===== src/hw/fps_pkg.sv =====
// Package: register map, field layout and timing constants of the function power status block
package fps_pkg;

    // Bus geometry
    localparam int unsigned APB_AW = 16;
    localparam int unsigned APB_DW = 32;

    // Register byte addresses
    localparam logic [15:0] FUNC_ACT_PWR_ADDR = 16'h5b30;
    localparam logic [15:0] IRQ_STATUS_ADDR   = 16'h5b40;
    localparam logic [15:0] IRQ_CLEAR_ADDR    = 16'h5b44;
    localparam logic [15:0] IRQ_ENABLE_ADDR   = 16'h5b48;

    // Field positions of the function status word
    localparam int unsigned CHG_FLAG_BIT  = 31;
    localparam int unsigned KBD_EN_BIT    = 26;
    localparam int unsigned F4_LVL_LSB    = 24;
    localparam int unsigned F3_AUX_BIT    = 21;
    localparam int unsigned SER_EN_BIT    = 20;
    localparam int unsigned F3_LVL_LSB    = 18;
    localparam int unsigned F2_AUX_BIT    = 15;
    localparam int unsigned DISK_EN_BIT   = 14;
    localparam int unsigned F2_LVL_LSB    = 12;
    localparam logic [31:0] RSVD_MASK     = 32'h00c3_0c00;

    // Interrupt status layout
    localparam int unsigned IRQ_CHG_BIT   = 0;
    localparam logic [31:0] IRQ_MASK      = 32'h0000_0001;

    // Non-volatile word addresses and bit positions inside the loaded word
    localparam logic [7:0] NVM_WORD_DUAL   = 8'h21;
    localparam logic [7:0] NVM_WORD_SINGLE = 8'h49;
    localparam int unsigned NVM_KBD_BIT    = 0;
    localparam int unsigned NVM_SER_BIT    = 1;
    localparam int unsigned NVM_DISK_BIT   = 2;

    // Power level encoding
    localparam logic [1:0] PWR_RESET      = 2'h0;
    localparam logic [1:0] PWR_ACTIVE_UNI = 2'h1;
    localparam logic [1:0] PWR_ACTIVE_INI = 2'h2;
    localparam logic [1:0] PWR_LOW        = 2'h3;

    // Quiet time after a read clear, in cycles of the controller clock
    localparam int unsigned   CHG_HOLD_CYC = 8;
    localparam logic [3:0]    CHG_HOLD_CNT = 4'(CHG_HOLD_CYC);

    // Per-function state as seen from the host configuration space
    typedef struct packed {
        logic       aux_pm_shadow;
        logic [1:0] power_level;
    } fps_func_stat_t;

    typedef struct packed {
        logic       valid;
        logic [7:0] addr;
        logic [15:0] data;
    } fps_nvm_word_t;

endpackage : fps_pkg


===== src/hw/fps_level_watch.sv =====
// Captures per-function status and flags any power level change
module fps_level_watch (
    input  wire logic                    sys_clk_i,
    input  wire logic                    reset_n_i,
    input  wire fps_pkg::fps_func_stat_t func2_i,
    input  wire fps_pkg::fps_func_stat_t func3_i,
    input  wire fps_pkg::fps_func_stat_t func4_i,
    output logic [1:0]                   func2_level_o,
    output logic [1:0]                   func3_level_o,
    output logic [1:0]                   func4_level_o,
    output logic                         func2_aux_o,
    output logic                         func3_aux_o,
    output logic                         change_o
);
    import fps_pkg::*;

    logic [1:0] f2_reg;
    logic [1:0] f3_reg;
    logic [1:0] f4_reg;
    logic       a2_reg;
    logic       a3_reg;
    logic       chg_reg;
    wire  logic chg_next;

    assign chg_next = (func2_i.power_level != f2_reg) | (func3_i.power_level != f3_reg) |
                      (func4_i.power_level != f4_reg);

    // Fields start in the reset power state
    always_ff @(posedge sys_clk_i or negedge reset_n_i) begin
        if (!reset_n_i) begin
            f2_reg  <= PWR_RESET;
            f3_reg  <= PWR_RESET;
            f4_reg  <= PWR_RESET;
            a2_reg  <= 1'b0;
            a3_reg  <= 1'b0;
            chg_reg <= 1'b0;
        end else begin
            f2_reg  <= func2_i.power_level;
            f3_reg  <= func3_i.power_level;
            f4_reg  <= func4_i.power_level;
            a2_reg  <= func2_i.aux_pm_shadow;
            a3_reg  <= func3_i.aux_pm_shadow;
            chg_reg <= chg_next;
        end
    end

    assign func2_level_o = f2_reg;
    assign func3_level_o = f3_reg;
    assign func4_level_o = f4_reg;
    assign func2_aux_o   = a2_reg;
    assign func3_aux_o   = a3_reg;
    assign change_o      = chg_reg;

endmodule : fps_level_watch


===== src/hw/fps_top.sv =====
// Function power status register bank with APB slave and interrupt logic
//
// Overview of operation
// Keyboard interface enable loaded from word 49h
// Function 4 power level in bits 25:24
// Bit 21 mirrors function 3 aux shadow
// Serial redirect enable from 21h or 49h
// Function 3 power level in bits 19:18
// Bit 15 mirrors function 2 aux shadow
// Disk redirect enable from 21h or 49h
// Function 2 power level in bits 13:12
// Levels: reset, active uninit, active init, low
// Change flag, read clears, eight quiet cycles
// Reserved bits read zero, writes ignored
module fps_top (
    input  wire logic                    sys_clk_i,
    input  wire logic                    reset_n_i,
    input  wire logic                    psel_i,
    input  wire logic                    penable_i,
    input  wire logic                    pwrite_i,
    input  wire logic [15:0]             paddr_i,
    input  wire logic [31:0]             pwdata_i,
    input  wire logic [3:0]              pstrb_i,
    output logic                         pready_o,
    output logic [31:0]                  prdata_o,
    output logic                         pslverr_o,
    input  wire fps_pkg::fps_func_stat_t func2_i,
    input  wire fps_pkg::fps_func_stat_t func3_i,
    input  wire fps_pkg::fps_func_stat_t func4_i,
    input  wire fps_pkg::fps_nvm_word_t  nvm_word_i,
    input  wire logic                    single_port_strap_i,
    output logic                         mng_change_o,
    output logic                         irq_o
);
    import fps_pkg::*;

    ////////////////////////////////////////////////////////////////////////////////
    // Declarations

    logic [1:0] f2_lvl;
    logic [1:0] f3_lvl;
    logic [1:0] f4_lvl;
    logic       f2_aux;
    logic       f3_aux;
    logic       lvl_change;

    logic        strap_s1_reg;
    logic        strap_s2_reg;
    logic        single_reg;
    logic        strap_done_reg;
    logic        kbd_en_reg;
    logic        ser_en_reg;
    logic        disk_en_reg;
    logic        flag_reg;
    logic        flag_next;
    logic        pend_reg;
    logic        pend_next;
    logic [3:0]  hold_reg;
    logic [3:0]  hold_next;
    logic [31:0] irq_stat_reg;
    logic [31:0] irq_en_reg;
    logic        irq_reg;
    logic        pready_reg;
    logic [31:0] prdata_reg;
    logic        pslverr_reg;

    wire logic        access;
    wire logic        capture;
    wire logic        is_wr;
    wire logic        is_rd;
    wire logic        hit_fps;
    wire logic        hit_stat;
    wire logic        hit_clr;
    wire logic        hit_en;
    wire logic        mapped;
    wire logic        rd_clear;
    wire logic        nvm_dual_hit;
    wire logic        nvm_single_hit;
    wire logic [31:0] fps_word;
    wire logic [31:0] rd_mux;
    wire logic [31:0] wr_mask;
    wire logic [31:0] clr_bits;
    wire logic [31:0] irq_stat_next;

    ////////////////////////////////////////////////////////////////////////////////
    // Function status capture

    fps_level_watch fps_level_watch_inst (
        .sys_clk_i     (sys_clk_i),
        .reset_n_i     (reset_n_i),
        .func2_i       (func2_i),
        .func3_i       (func3_i),
        .func4_i       (func4_i),
        .func2_level_o (f2_lvl),
        .func3_level_o (f3_lvl),
        .func4_level_o (f4_lvl),
        .func2_aux_o   (f2_aux),
        .func3_aux_o   (f3_aux),
        .change_o      (lvl_change)
    );

    ////////////////////////////////////////////////////////////////////////////////
    // Variant strap, synchronised, then followed after reset release until it reads single port, which holds until reset

    always_ff @(posedge sys_clk_i or negedge reset_n_i) begin
        if (!reset_n_i) begin
            strap_s1_reg   <= 1'b0;
            strap_s2_reg   <= 1'b0;
            single_reg     <= 1'b0;
            strap_done_reg <= 1'b0;
        end else begin
            strap_s1_reg   <= single_port_strap_i;
            strap_s2_reg   <= strap_s1_reg;
            strap_done_reg <= 1'b1;
            if (strap_done_reg && !single_reg && (strap_s2_reg != single_reg)) begin
                single_reg <= strap_s2_reg;
            end
        end
    end

    ////////////////////////////////////////////////////////////////////////////////
    // Enable bits loaded from non-volatile words

    assign nvm_dual_hit   = nvm_word_i.valid && !single_reg && (nvm_word_i.addr == NVM_WORD_DUAL);
    assign nvm_single_hit = nvm_word_i.valid && single_reg && (nvm_word_i.addr == NVM_WORD_SINGLE);

    always_ff @(posedge sys_clk_i or negedge reset_n_i) begin
        if (!reset_n_i) begin
            kbd_en_reg  <= 1'b0;
            ser_en_reg  <= 1'b0;
            disk_en_reg <= 1'b0;
        end else if (nvm_single_hit) begin
            kbd_en_reg  <= nvm_word_i.data[NVM_KBD_BIT];
            ser_en_reg  <= nvm_word_i.data[NVM_SER_BIT];
            disk_en_reg <= nvm_word_i.data[NVM_DISK_BIT];
        end else if (nvm_dual_hit) begin
            ser_en_reg  <= nvm_word_i.data[NVM_SER_BIT];
            disk_en_reg <= nvm_word_i.data[NVM_DISK_BIT];
        end
    end

    ////////////////////////////////////////////////////////////////////////////////
    // Status word; reserved ranges are tied low

    assign fps_word = {flag_reg, 4'h0, kbd_en_reg, f4_lvl, 2'h0, f3_aux, ser_en_reg,
                       f3_lvl, 2'h0, f2_aux, disk_en_reg, f2_lvl, 12'h000} & ~RSVD_MASK;

    ////////////////////////////////////////////////////////////////////////////////
    // APB decode: one wait state, answer registered

    assign access   = psel_i && penable_i;
    assign capture  = access && !pready_reg;
    assign is_wr    = capture && pwrite_i;
    assign is_rd    = capture && !pwrite_i;
    assign hit_fps  = (paddr_i == FUNC_ACT_PWR_ADDR);
    assign hit_stat = (paddr_i == IRQ_STATUS_ADDR);
    assign hit_clr  = (paddr_i == IRQ_CLEAR_ADDR);
    assign hit_en   = (paddr_i == IRQ_ENABLE_ADDR);
    assign mapped   = hit_fps || hit_stat || hit_clr || hit_en;
    assign rd_clear = is_rd && hit_fps;
    assign wr_mask  = {{8{pstrb_i[3]}}, {8{pstrb_i[2]}}, {8{pstrb_i[1]}}, {8{pstrb_i[0]}}};

    assign rd_mux = hit_fps  ? fps_word :
                    hit_stat ? irq_stat_reg :
                    hit_en   ? irq_en_reg : 32'h0000_0000;

    always_ff @(posedge sys_clk_i or negedge reset_n_i) begin
        if (!reset_n_i) begin
            pready_reg  <= 1'b0;
            prdata_reg  <= 32'h0000_0000;
            pslverr_reg <= 1'b0;
        end else begin
            pready_reg  <= capture;
            pslverr_reg <= capture && !mapped;
            prdata_reg  <= is_rd ? rd_mux : 32'h0000_0000;
        end
    end

    ////////////////////////////////////////////////////////////////////////////////
    // Change flag: a read clears it, and an event seen during the quiet time is kept
    // pending so that it is delayed rather than lost

    always_comb begin
        flag_next = flag_reg;
        pend_next = pend_reg;
        hold_next = hold_reg;
        if (rd_clear) begin
            flag_next = 1'b0;
            hold_next = CHG_HOLD_CNT;
            pend_next = pend_reg || lvl_change;
        end else if (hold_reg != 4'h0) begin
            hold_next = hold_reg - 4'h1;
            pend_next = pend_reg || lvl_change;
        end else if (lvl_change || pend_reg) begin
            flag_next = 1'b1;
            pend_next = 1'b0;
        end
    end

    always_ff @(posedge sys_clk_i or negedge reset_n_i) begin
        if (!reset_n_i) begin
            flag_reg <= 1'b0;
            pend_reg <= 1'b0;
            hold_reg <= 4'h0;
        end else begin
            flag_reg <= flag_next;
            pend_reg <= pend_next;
            hold_reg <= hold_next;
        end
    end

    ////////////////////////////////////////////////////////////////////////////////
    // Interrupt status, clear and enable; a new event wins over a clear

    assign clr_bits      = (is_wr && hit_clr) ? (pwdata_i & wr_mask & IRQ_MASK) : 32'h0000_0000;
    assign irq_stat_next = ((irq_stat_reg & ~clr_bits) |
                            {31'h0000_0000, lvl_change}) & IRQ_MASK;

    always_ff @(posedge sys_clk_i or negedge reset_n_i) begin
        if (!reset_n_i) begin
            irq_stat_reg <= 32'h0000_0000;
            irq_en_reg   <= 32'h0000_0000;
            irq_reg      <= 1'b0;
        end else begin
            irq_stat_reg <= irq_stat_next;
            if (is_wr && hit_en) begin
                irq_en_reg <= ((pwdata_i & wr_mask) | (irq_en_reg & ~wr_mask)) & IRQ_MASK;
            end
            irq_reg <= |(irq_stat_next & irq_en_reg);
        end
    end

    assign pready_o     = pready_reg;
    assign prdata_o     = prdata_reg;
    assign pslverr_o    = pslverr_reg;
    assign mng_change_o = flag_reg;
    assign irq_o        = irq_reg;
endmodule : fps_top


===== config.mk =====
export PLATFORM = sky130hd
export DESIGN_NAME = fps_top
export DESIGN_NICKNAME = d
export VERILOG_FILES = /design/src/hw/fps_pkg.sv /design/src/hw/fps_level_watch.sv /design/src/hw/fps_top.sv
export SDC_FILE = /design/constraint.sdc
export NUM_CORES = 1
export LEC_CHECK = 0
export ABC_AREA = 1
export ABC_CLOCK_PERIOD_IN_PS = 1500
export BUFFER_PORTS_ARGS = -buffer_cell sky130_fd_sc_hd__buf_2
export CORE_MARGIN = 2
export CORE_UTILIZATION = 42
export DETAILED_ROUTE_END_ITERATION = 7
export PLACE_DENSITY = 0.81
export SLEW_MARGIN = 20
export SYNTH_ARGS = -nofsm -noshare
export SYNTH_HDL_FRONTEND = slang
export SYNTH_HIERARCHICAL = 1
export SYNTH_SLANG_ARGS = --single-unit
export TNS_END_PERCENT = 5

===== constraint.sdc =====
create_clock -name sys_clk_i -period 1.5 [get_ports sys_clk_i]
set_input_delay 0.15 -clock sys_clk_i [delete_from_list [all_inputs] [get_ports sys_clk_i]]
set_output_delay 0.15 -clock sys_clk_i [all_outputs]
set_load 0.03 [all_outputs]

# ---- Word level (Yosys, flattened, before mapping)
# Cells that the tools add are included.
dict set report op_classes {
  n_mux 17
  n_bitwise 10
  n_eq_ne 11
  addsub 1
  reduce_logical 29
}
# operator n
set ops {}
lappend ops {{== test 16 x 15 -> 1 bit, second input constant} 4}
lappend ops {{2-to-1 mux 32 bit} 2}
lappend ops {{OR reduction 32 bit} 1}
lappend ops {{logical AND 1 bit} 14}
lappend ops {{2-to-1 mux 1 bit} 13}
lappend ops {{== test 8 x 6 -> 1 bit, second input constant} 1}
lappend ops {{== test 8 x 7 -> 1 bit, second input constant} 1}
lappend ops {{2-to-1 mux 4 bit} 2}
lappend ops {{inequality test 2 bit} 3}
lappend ops {{nonzero test 2 bit} 3}
lappend ops {{AND 1 bit} 4}
lappend ops {{logical NOT 1 bit} 4}
lappend ops {{logical OR 1 bit} 4}
lappend ops {{OR 1 bit} 4}
lappend ops {{nonzero test 4 bit} 1}
lappend ops {{subtractor 4 x 1 -> 4 bit, second input constant} 1}
lappend ops {{nonzero test 3 bit} 1}
lappend ops {{inequality test 2 bit, second input constant} 1}
lappend ops {{inverter 1 bit} 2}
lappend ops {{AND reduction 2 bit} 1}
lappend ops {{inequality test 1 bit} 1}
dict set report totals {
  in_bits 92
  regBits 59
  out_inout_bits 36
  wordCells 90
}

# ---- Longest topological paths before layout
# Gate-level depths: netlist of the first run.
dict set report depth {
  word_depth 10
  mapped_depth 10
  depth_no_buf 10
}

# ---- Cells and area by module
# Netlist of the first run, hierarchy kept.
# module cells_per_inst instances area_per_inst_um2 seq_area_each_um2
set modules_own_cells {}
lappend modules_own_cells {fps_top 195 1 1612.8 775.7}
lappend modules_own_cells {fps_level_watch 42 1 350.3 225.2}

# ---- Worst setup path before layout of the first run
# OpenSTA, ideal clock, no wires.
dict set report synth_path {
  path_kind {register to register}
  start {register pready_reg (netlist: pready_o)}
  end {register prdata_reg[12] (netlist: prdata_o[12])}
  t_required_ns 1.431
  setup_ns 0.069
  slack_ns 0.255
  path_buffers 1
  arrival_ns 1.176
  stages_incl_launch_ff 7
  synth_period_minus_slack_ns 1.245
  path_cell_list {dfrtp_1 -> inv_1 -> nand3_1 -> nor2_1 -> nand2_4 -> buf_12 -> nor2_2}
}
dict set report synth_between {
  elab_chain_len 4
}
# element line_no
set synth_rtl {}
lappend synth_rtl {{start: declaration} fps_top.sv:63} ;# logic pready_reg;
lappend synth_rtl {{start signal: assignment} fps_top.sv:173} ;# pready_reg <= capture;
lappend synth_rtl {{logical NOT 1 bit} fps_top.sv:152} ;# assign capture = access && !pready_reg;
lappend synth_rtl {{logical AND 1 bit} fps_top.sv:152}
lappend synth_rtl {{logical AND 1 bit} fps_top.sv:154} ;# assign is_rd = capture && !pwrite_i;
lappend synth_rtl {{2-to-1 mux 32 bit} fps_top.sv:175} ;# prdata_reg <= is_rd ? rd_mux : 32'h0000_0000;
lappend synth_rtl {{end signal: assignment} fps_top.sv:175}
lappend synth_rtl {{end: declaration} fps_top.sv:64} ;# logic [31:0] prdata_reg;
# No other way between the ends.
# A chain may end at the register's enable or synchronous reset.

# ---- Final worst setup path of the first run
dict set report layout_path {
  start {register hold_reg[0]}
  end {register hold_reg[0]}
}
dict set report layout_between {
  elab_chain_len 3
  word_cells_on_any_way 5
  cone_classes {1 x add/sub; 2 x mux; 2 x reduce/logical}
}
# element line_no
set layout_rtl {}
lappend layout_rtl {{start: declaration} fps_top.sv:58} ;# logic [3:0] hold_reg;
lappend layout_rtl {{start signal: assignment} fps_top.sv:208} ;# hold_reg <= hold_next;
lappend layout_rtl {{subtractor 4 x 1 -> 4 bit} fps_top.sv:192} ;# hold_next = hold_reg - 4'h1;
lappend layout_rtl {{2-to-1 mux 4 bit} fps_top.sv:191} ;# end else if (hold_reg != 4'h0) begin
lappend layout_rtl {{2-to-1 mux 4 bit} fps_top.sv:187} ;# if (rd_clear) begin
# Several ways; a longest one is shown, not always the timed one. The select of a mux whose other input is x is not followed.

==> metrics, run 1 <==
Crit. End Element=flip-flop; CP startpoint=hold_reg[0]; power consumption=2.425 mW; clk slew on worst S/H paths=~70 ps; total negative setup slack=0 ps; Reg area=0.001001 mm^2; Place WS=169.1 ps; reg2reg start=hold_reg[0]; Synth Instances=between 200 and 250; Synth area leader=dfrtp_1; Worst EP arrival=1510 ps; final setup margin=about 180 ps; outcome=completed; Fin. Hold Viols=0; Clock Power Share=just under 30%; Congestion Overflow GR=0; startpoint types=flip-flop; Detailed Routing Iterations Pass 1=5; crit-path cells=inv_1 > ha_1 > inv_1 > nor2_1 > nand2_1 > inv_2 > nor2_1 > o21ai_0 > inv_1; Most used DFF post-synth=dfrtp_1; clk sinks=40; WP data required=1680 ps; synth cell count leaders=51 x inv_1, 47 x nand2_1, 40 x dfrtp_1; die width=72.37 um; drt drc=0; diode count=0; static leakage=1.460 nW; vias per cell=between 4 and 5; initial DRC count=113; clk_lat worst skew=290 ps; vias post-DR=1555; core area=roughly 0.0044 mm^2; Top cell by count, worst path=inv_1; Syn Area/Cell=8.283 um^2; Hold Path End=ser_en_reg; Crit-path slowest cell=dfrtp_1; register bit total from synthesis=40; sequential power share=49.8%; max incr delay on CP=roughly 380 ps; switching portion of total power=approximately 29%; Min Hold Slack=around 54 ps; WS Path Type=reg2reg; worst r2r dst=hold_reg[0]; # rows=24; Worst path top cell family by delay=flip-flops; Num CTS Buffers=5; first-pass GRT wire length=~6 mm; Layout Nets=407; detailed placement HPWL=roughly 2.5 mm; Synth area leaders=dfrtp_1 51%, inv_1 9.8%, nand2_1 9.0%; H-tree depth=2; hold path depth=3; CP max FO=5; max reg flops=13; fraction of layout cells with a size suffix above 1=about a quarter; R2R depth=9; # Max-Cap Violations=0; most frequent cell after synthesis=inv_1; footprint of the multi-input gates=675.6 um^2; Gate power share=a little over a fifth; total track usage=about 15%; Synth Warn #=6; CTS tree=done; Pins Over Slew Limit=0; Worst Skew=about 4.2 ps; final setup fails=0; switching power=roughly 0.70 mW; ys async rst share=100.0%; Fmax=0.7557 GHz; antenna violations before repair=0; Ports=between 100 and 150; fin area=roughly 0.0024 mm^2; non-filler cells, final=366; register area share after synthesis=about half; Max Root-Sink Buffers=2; Yosys top cell area share=around half; Internal=between 1.5 and 2 mW; post-CTS setup buffers=0; CP Buf/Inv Count=4; largest net degree at the start of global routing=41; port bufs=60; shortest period the worst path allows=approximately 1300 ps; Hold WC Path Type=in2reg; clock root cell=clkbuf_8; DIE AREA=between 0.005 and 0.006 mm^2; DRT antenna net count=0; RSZ-0062 raised after global routing=no; PwrDens=approximately 1000 mW/mm^2; Final Util=between 50% and 60%; GPL Wtd Cong=0.7680; placed insts=between 300 and 400; period utilisation layout=between 80% and 90%; Synth Cell Area=just under 0.002 mm^2; Routed WL per cell=roughly 9.3 um; Post-synth EDFFs=0; Area growth, synth to finish=23.84%; routed wire length=~3.4 mm; Fillers=between 300 and 400; Distinct cells, synth=21; setup slack, reg-to-reg=between 150 and 200 ps; Max IR drop VDD=0.0005015 V; area post-placement=between 0.002 and 0.0025 mm^2; hold_sp=nvm_word_i[1]; Starting Density=~44%; vias in the first global route=1485; Die Y=just over 70 um
## worst register-to-register path: stages, from the launching register on
cell and delay, ps:
dfrtp_1 380, inv_1 110, ha_1 150, inv_1 30, nor2_1 110, nand2_1 110
inv_2 100, nor2_1 40, o21ai_0 140, inv_1 50
## cell type report
type,instances,share of cell area [%]
Sequential cell,40,41.17
Multi-Input combinational cell,144,27.79
Timing Repair Buffer,71,16.78
Inverter,51,7.874
Clock buffer,8,3.706
Tap cell,52,2.676
## what timing repair did
| item | CTS | global route |
|---|---|---|
| endpoints found under the setup margin | 0 | 1 |
| hold endpoints to repair | 49 | 0 |
| resized for setup | 0 | 1 |
| hold buffers | 10 | 0 |
## layout by cell type, fill, tap and decap left out
cell,synthesis,final
a21boi_0,1,1
a21oi_1,1,1
buf_4,19,1
and3b_1,1,1
inv_1,51,50
conb_1,2,20
nor2_4,3,3
nand3_2,1,1
nor2_2,10,10
inv_2,0,1
buf_2,0,60
nor3_1,2,2
dlygate4sd3_1,0,10
xor2_1,1,1
nand3_1,14,14
clkbuf_8,0,6
nor2_1,28,28
nand2_1,47,47
nand4_1,4,4
nand2_4,1,1
clkbuf_1,0,2
ha_1,2,2
dfrtp_1,40,40
o21ai_0,7,7
and3_1,1,1
## worst max-delay path by stage
stage	to	slack [ps]	depth (start not counted)
3_3_place_gp	hold_reg[0]	160	9
5_1_grt	hold_reg[0]	6	9
2_1_floorplan	prdata_o[12]	260	6
6_report	hold_reg[0]	180	9
3_5_place_dp	hold_reg[0]	170	9
4_1_cts	hold_reg[0]	150	9
## kinds of logic after synthesis
family	Yosys count	share of synthesized area (%)
buffers and inverters	71	18.04
AO/OA/AOI/OAI	9	2.422
other	2	0.3826
AND/OR/NAND/NOR	112	26.45
XOR/XNOR	1	0.4462
flip-flops	40	50.99
adder cells (fa/ha/maj)	2	1.274
## per-layer routing
metal	vias to the layer above	part of all wire [%]	wire length [um]	track usage (%)
met5	-	0	0	0
met4	0	1.5	51	5.031
met3	7	8.0	272	5.972
met2	46	50	1715	24.77
met1	689	40	1368	16.86
li1	813	-	-	-
## power by group through the flow
stage	Combinational, mW	Sequential [mW]	Clock, mW
after floorplan	0.380	1.23	0
after detailed placement	0.483	1.23	0
after global placement	0.464	1.23	0
final	0.505	1.21	0.712
after CTS	0.504	1.21	0.751
after global routing	0.592	1.22	0.788
(Power assumes the default switching activity.)
==> run 2: changes to the inputs <==
Settings changed: BUFFER_PORTS_ARGS -buffer_cell sky130_fd_sc_hd__buf_2 to unset, CORE_UTILIZATION 42 to 55, CTS_CLUSTER_SIZE set to 28, DONT_BUFFER_PORTS set to 1, GPL_ROUTABILITY_DRIVEN set to 0, PLACE_DENSITY 0.81 to 0.71.
==> run 2 against run 1 <==
  * Sequential cell count is the same
  * Clock-buffer cell count fell by 1
  * First-iteration DRC count down 64%
  * Critical endpoint is now hold_reg[1]
  * Non-clock buffer count down 54
  * Via count is 12% lower
  * Register-to-register slack got worse by 20 ps
  * Worst setup slack worse by 21 ps
  * Utilization increased by 8.9 points
  * Global-route usage up 3.5 points
  * Critical path type unchanged
  * Largest cell class unchanged
  * Sequential power is essentially flat
  * Cell area decreased by 11%
==> metrics, run 2 (synthesis gave the netlist of run 1 again) <==
outcome=completed; Final Util=between 60% and 70%; vias per cell=approximately 4.5; Layout Nets=353; antenna violations before repair=0; Area growth, synth to finish=10.45%; port bufs=0; # Max-Cap Violations=0; H-tree depth=2; Place WS=between 90 and 100 ps; WP data required=1790 ps; diode count=0; detailed placement HPWL=between 2 and 2.5 mm; routed wire length=around 3.3 mm; core area=~0.0034 mm^2; most frequent cells in the layout=49 x inv_1, 47 x nand2_1, 40 x dfrtp_1, 27 x nor2_1, 20 x conb_1; initial DRC count=between 40 and 50; max reg flops=13; clk sinks=40; WS Path Type=reg2reg; static leakage=1.218 nW; commonest non-fill, non-tap cell in the layout=inv_1; CTS tree=done; Worst Skew=approximately 7.1 ps; Ports=between 100 and 150; total track usage=about 18%; Congestion Overflow GR=0; Hold WC Path Type=in2reg; total negative setup slack=0 ps; Detailed Routing Iterations Pass 1=4; clock root cell=clkbuf_4; RSZ-0062 raised after global routing=no; Num CTS Buffers=5; DRT antenna net count=0; Worst EP arrival=between 1500 and 2000 ps; Routed WL per cell=10.77 um; PwrDens=roughly 1000 mW/mm^2; shortest period the worst path allows=between 1000 and 1500 ps; crit-path cells=inv_1 > ha_1 > inv_1 > nor2_1 > nand2_1 > inv_2 > nand2_1 > o21ai_0 > nand2_1 > inv_1; Starting Density=57.92%; Crit. End Element=flip-flop; max incr delay on CP=around 390 ps; Fillers=308; Max Root-Sink Buffers=2; die width=roughly 64 um; vias in the first global route=1295; clk_lat worst skew=between 300 and 400 ps; post-CTS setup buffers=0; final setup fails=0; Crit-path slowest cell=dfrtp_1; first-pass GRT wire length=5.575 mm; clk slew on worst S/H paths=between 100 and 150 ps; drt drc=0; vias post-DR=approximately 1400; largest net degree at the start of global routing=41; period utilisation layout=approximately nine tenths; Fin. Hold Viols=0; Die Y=approximately 64 um; CP max FO=5; DIE AREA=0.004063 mm^2; Max IR drop VDD=0.0006811 V; fraction of layout cells with a size suffix above 1=between 10% and 20%; startpoint types=flip-flop; Pins Over Slew Limit=0; Fmax=around 0.74 GHz; final setup margin=approximately 160 ps; # rows=21
run 2: critical path: cells and delay by family (launching register included):
kind / cells / cell delay, ps
AO/OA/AOI/OAI: 1 / 70
adder cells (fa/ha/maj): 1 / 160
buffers and inverters: 4 / 310
flip-flops: 1 / 390
AND/OR/NAND/NOR: 4 / 370
run 2: area by class of cell:
cell class	count	area, um^2	share of cell area, %
well taps	46	57.56	2.654
clock inverters	1	7.507	0.3462
flip-flops and latches	40	1001	46.16
repair buffers	17	177.7	8.194
inverters	51	191.4	8.829
clock buffers	7	55.05	2.539
multi-input cells	144	678.2	31.28
run 2: timing repair:
action / CTS / global route
hold endpoints to repair: 53 / 0
gates resized for setup: 0 / 4
setup endpoints to repair: 0 / 3
hold buffers: 16 / 0
run 2: where the power goes:
group / total [mW] / internal [mW] / switching, mW
Clock: 0.571 / 0.230 / 0.341
Combinational: 0.478 / 0.167 / 0.311
Sequential: 1.22 / 1.17 / 0.0490
Total: 2.27 / 1.57 / 0.702
run 2: per-layer routing:
metal / global-route usage (%) / vias up / wire, um
met3: 5.634 / 7 / 154
met2: 31.32 / 37 / 1695
met1: 20.40 / 625 / 1376
met5: 0 / - / 0
met4: 8.967 / 0 / 69
li1: - / 705 / -
run 2: final timing paths:
| kind | startpoint | depth (start not counted) | slack, ps | to |
|---|---|---|---|---|
| worst max-delay path | hold_reg[1] | 10 | 160 | hold_reg[1] |
| max in group asynchronous | reset_n_i | 2 | 1050 | hold_reg[1] |
| worst min register to register | strap_s1_reg | 0 | 360 | strap_s2_reg |
| worst max register to register | hold_reg[1] | 10 | 160 | hold_reg[1] |
| worst min-delay path | pstrb_i[0] | 3 | 20 | flip-flop |
| min in group asynchronous | reset_n_i | 2 | 260 | prdata_o[24] |
run 2: through the flow:
step	area (um^2)	std cells	power, mW	hold WS, ps
after floorplan	2031	255	1.607	-145.6
after global placement	1933	282	1.612	-144.9
after detailed placement	1933	282	1.644	-144.8
after CTS	2166	306	2.282	7.036
after global routing	2168	306	2.424	14.68
final	2168	306	2.267	22.31
==> run 3: changes to the inputs <==
Settings changed: ABC_CLOCK_PERIOD_IN_PS 1500 to 1400, HOLD_SLACK_MARGIN set to 0.02.
Clock period 1.5 ns to 1.4 ns, I/O delays scaled along.
==> run 3 against run 2 <==
  * Via count grew 1.7%
  * Global-route usage down 0.052 points
  * Clock power shrank 13%
  * Utilization rose by 1.5 points
  * Die area stayed put
  * First-iteration DRC count rose by 27%
  * Worst setup slack got worse by 59 ps
  * Worst hold slack better by 14 ps
  * Fmax up 3.1%
  * Cell area increased by 2.3%
  * Clock-buffer cell count decreased by 2
  * Sequential share of layout area is 1.0 points lower
  * Critical endpoint is now pready_o
==> metrics, run 3 (synthesis gave the netlist of run 1 again) <==
DIE AREA=roughly 0.0041 mm^2; Die Y=~64 um; first-pass GRT wire length=5.671 mm; vias post-DR=between 1000 and 1500; Gate power share=a little under a quarter; clk slew on worst S/H paths=roughly 110 ps; # rows=21; vias per cell=4.506; core area=~0.0034 mm^2; Fillers=around 280; CP max FO=3; hold path depth=5; total track usage=around 18%; largest net degree at the start of global routing=41; Starting Density=between 50% and 60%; period utilisation layout=93.13%; most frequent cells in the layout=49 x inv_1, 46 x nand2_1, 40 x dfrtp_1, 26 x nor2_1, 20 x conb_1; Worst Skew=6.519 ps; Internal=~1.6 mW; DRT antenna net count=0; antenna violations before repair=0; Clock Power Share=21.1%; Detailed Routing Iterations Pass 1=4; max reg flops=13; initial DRC count=52; switching power=slightly above 0.7 mW; commonest non-fill, non-tap cell in the layout=inv_1; Ports=approximately 130; static leakage=around 1.2 nW; Area growth, synth to finish=13.00%; Routed WL per cell=a little over 10 um; Congestion Overflow GR=0; placed insts=284; clk_lat worst skew=roughly 330 ps; vias in the first global route=1398; # Max-Cap Violations=0; R2R depth=4; CP startpoint=pready_o; H-tree depth=2; total negative setup slack=0 ps; drt drc=0; fraction of layout cells with a size suffix above 1=12.12%; Worst EP arrival=approximately 1600 ps; die width=63.75 um; PwrDens=about 1100 mW/mm^2; power consumption=about 2.3 mW; sequential power share=between 50% and 60%; Crit. End Element=flip-flop; non-filler cells, final=310; outcome=completed; Max IR drop VDD=0.0006484 V; Pins Over Slew Limit=0; Hold WC Path Type=in2reg; diode count=0; Layout Nets=360; startpoint types=flip-flop; Fmax=between 0.7 and 0.8 GHz; switching portion of total power=roughly 31%; reg2reg start=pready_o; shortest period the worst path allows=~1300 ps; final setup fails=0; routed wire length=3.209 mm; clock root cell=clkbuf_4; Fin. Hold Viols=0; detailed placement HPWL=about 2.3 mm; CTS tree=done; hold_sp=pwrite_i; port bufs=0; clk sinks=40; Num CTS Buffers=5; WS Path Type=reg2reg; WP data required=1670 ps; Max Root-Sink Buffers=2; RSZ-0062 raised after global routing=no
==> run 3: cell types whose count changed in the layout (fill, tap and decap cells not counted), sizes merged <==
cell         change
dlygate4sd3      +2
clkbuf           -2
buf              +5
clkinvlp         -1
==> run 3: worst max-delay path, cell delays in order, from the launching register on <==
cell and delay [ps]:
dfrtp_1 400, inv_1 70, nand3_1 110, inv_1 120
dlygate4sd3_1 560
==> run 3: final cells by class <==
cell class              instances  area [um^2]  share of cell area, %
clock buffers                   5        37.54                  1.692
inverters                      51        191.4                  8.629
multi-input cells             144        683.2                  30.80
flip-flops and latches         40         1001                  45.12
well taps                      46        57.56                  2.594
repair buffers                 24        247.7                  11.17
==> run 3: worst paths after layout <==
kind | to | slack [ps]
worst max-delay path | pready_o | 100
worst min-delay path | prdata_o[0] | 40
worst max register to register | pready_o | 100
worst min register to register | strap_s2_reg | 360
max in group asynchronous | ser_en_reg | 950
min in group asynchronous | hold_reg[0] | 260
==> run 3: per-stage QoR <==
step | utilization (%) | hold slack [ps] | setup slack, ps | instance area [um^2]
finish | 65.45 | 36.37 | 96.22 | 2218
global route | 65.45 | 32.73 | 1.969 | 2218
CTS | 64.19 | 42.61 | 51.58 | 2176
detailed placement | 57.48 | -154.8 | 71.75 | 1948
global placement | 57.48 | -154.9 | 67.36 | 1948
floorplan | - | -155.6 | 155.0 | 2031
==> run 3: layer usage <==
| layer | up-vias | track usage [%] | wire (um) |
|---|---|---|---|
| met4 | 0 | 6.250 | 43 |
| li1 | 714 | - | - |
| met3 | 5 | 7.042 | 182 |
| met5 | - | 0 | 0 |
| met2 | 38 | 31.32 | 1634 |
| met1 | 640 | 20.49 | 1348 |
==> run 3: timing repair <==
| action | in CTS | in global routing |
|---|---|---|
| setup endpoints to repair | 0 | 7 |
| hold buffers | 18 | 0 |
| hold endpoints to repair | 55 | 0 |
| setup buffers | 0 | 3 |
| gates resized for setup | 0 | 5 |
==> run 3: power by group through the flow <==
stage / sequential [mW] / combinational (mW) / clock, mW
after floorplan: 1.31 / 0.407 / 0
after global placement: 1.32 / 0.433 / 0
after detailed placement: 1.32 / 0.452 / 0
after CTS: 1.30 / 0.524 / 0.510
after global routing: 1.31 / 0.638 / 0.566
final: 1.30 / 0.541 / 0.494
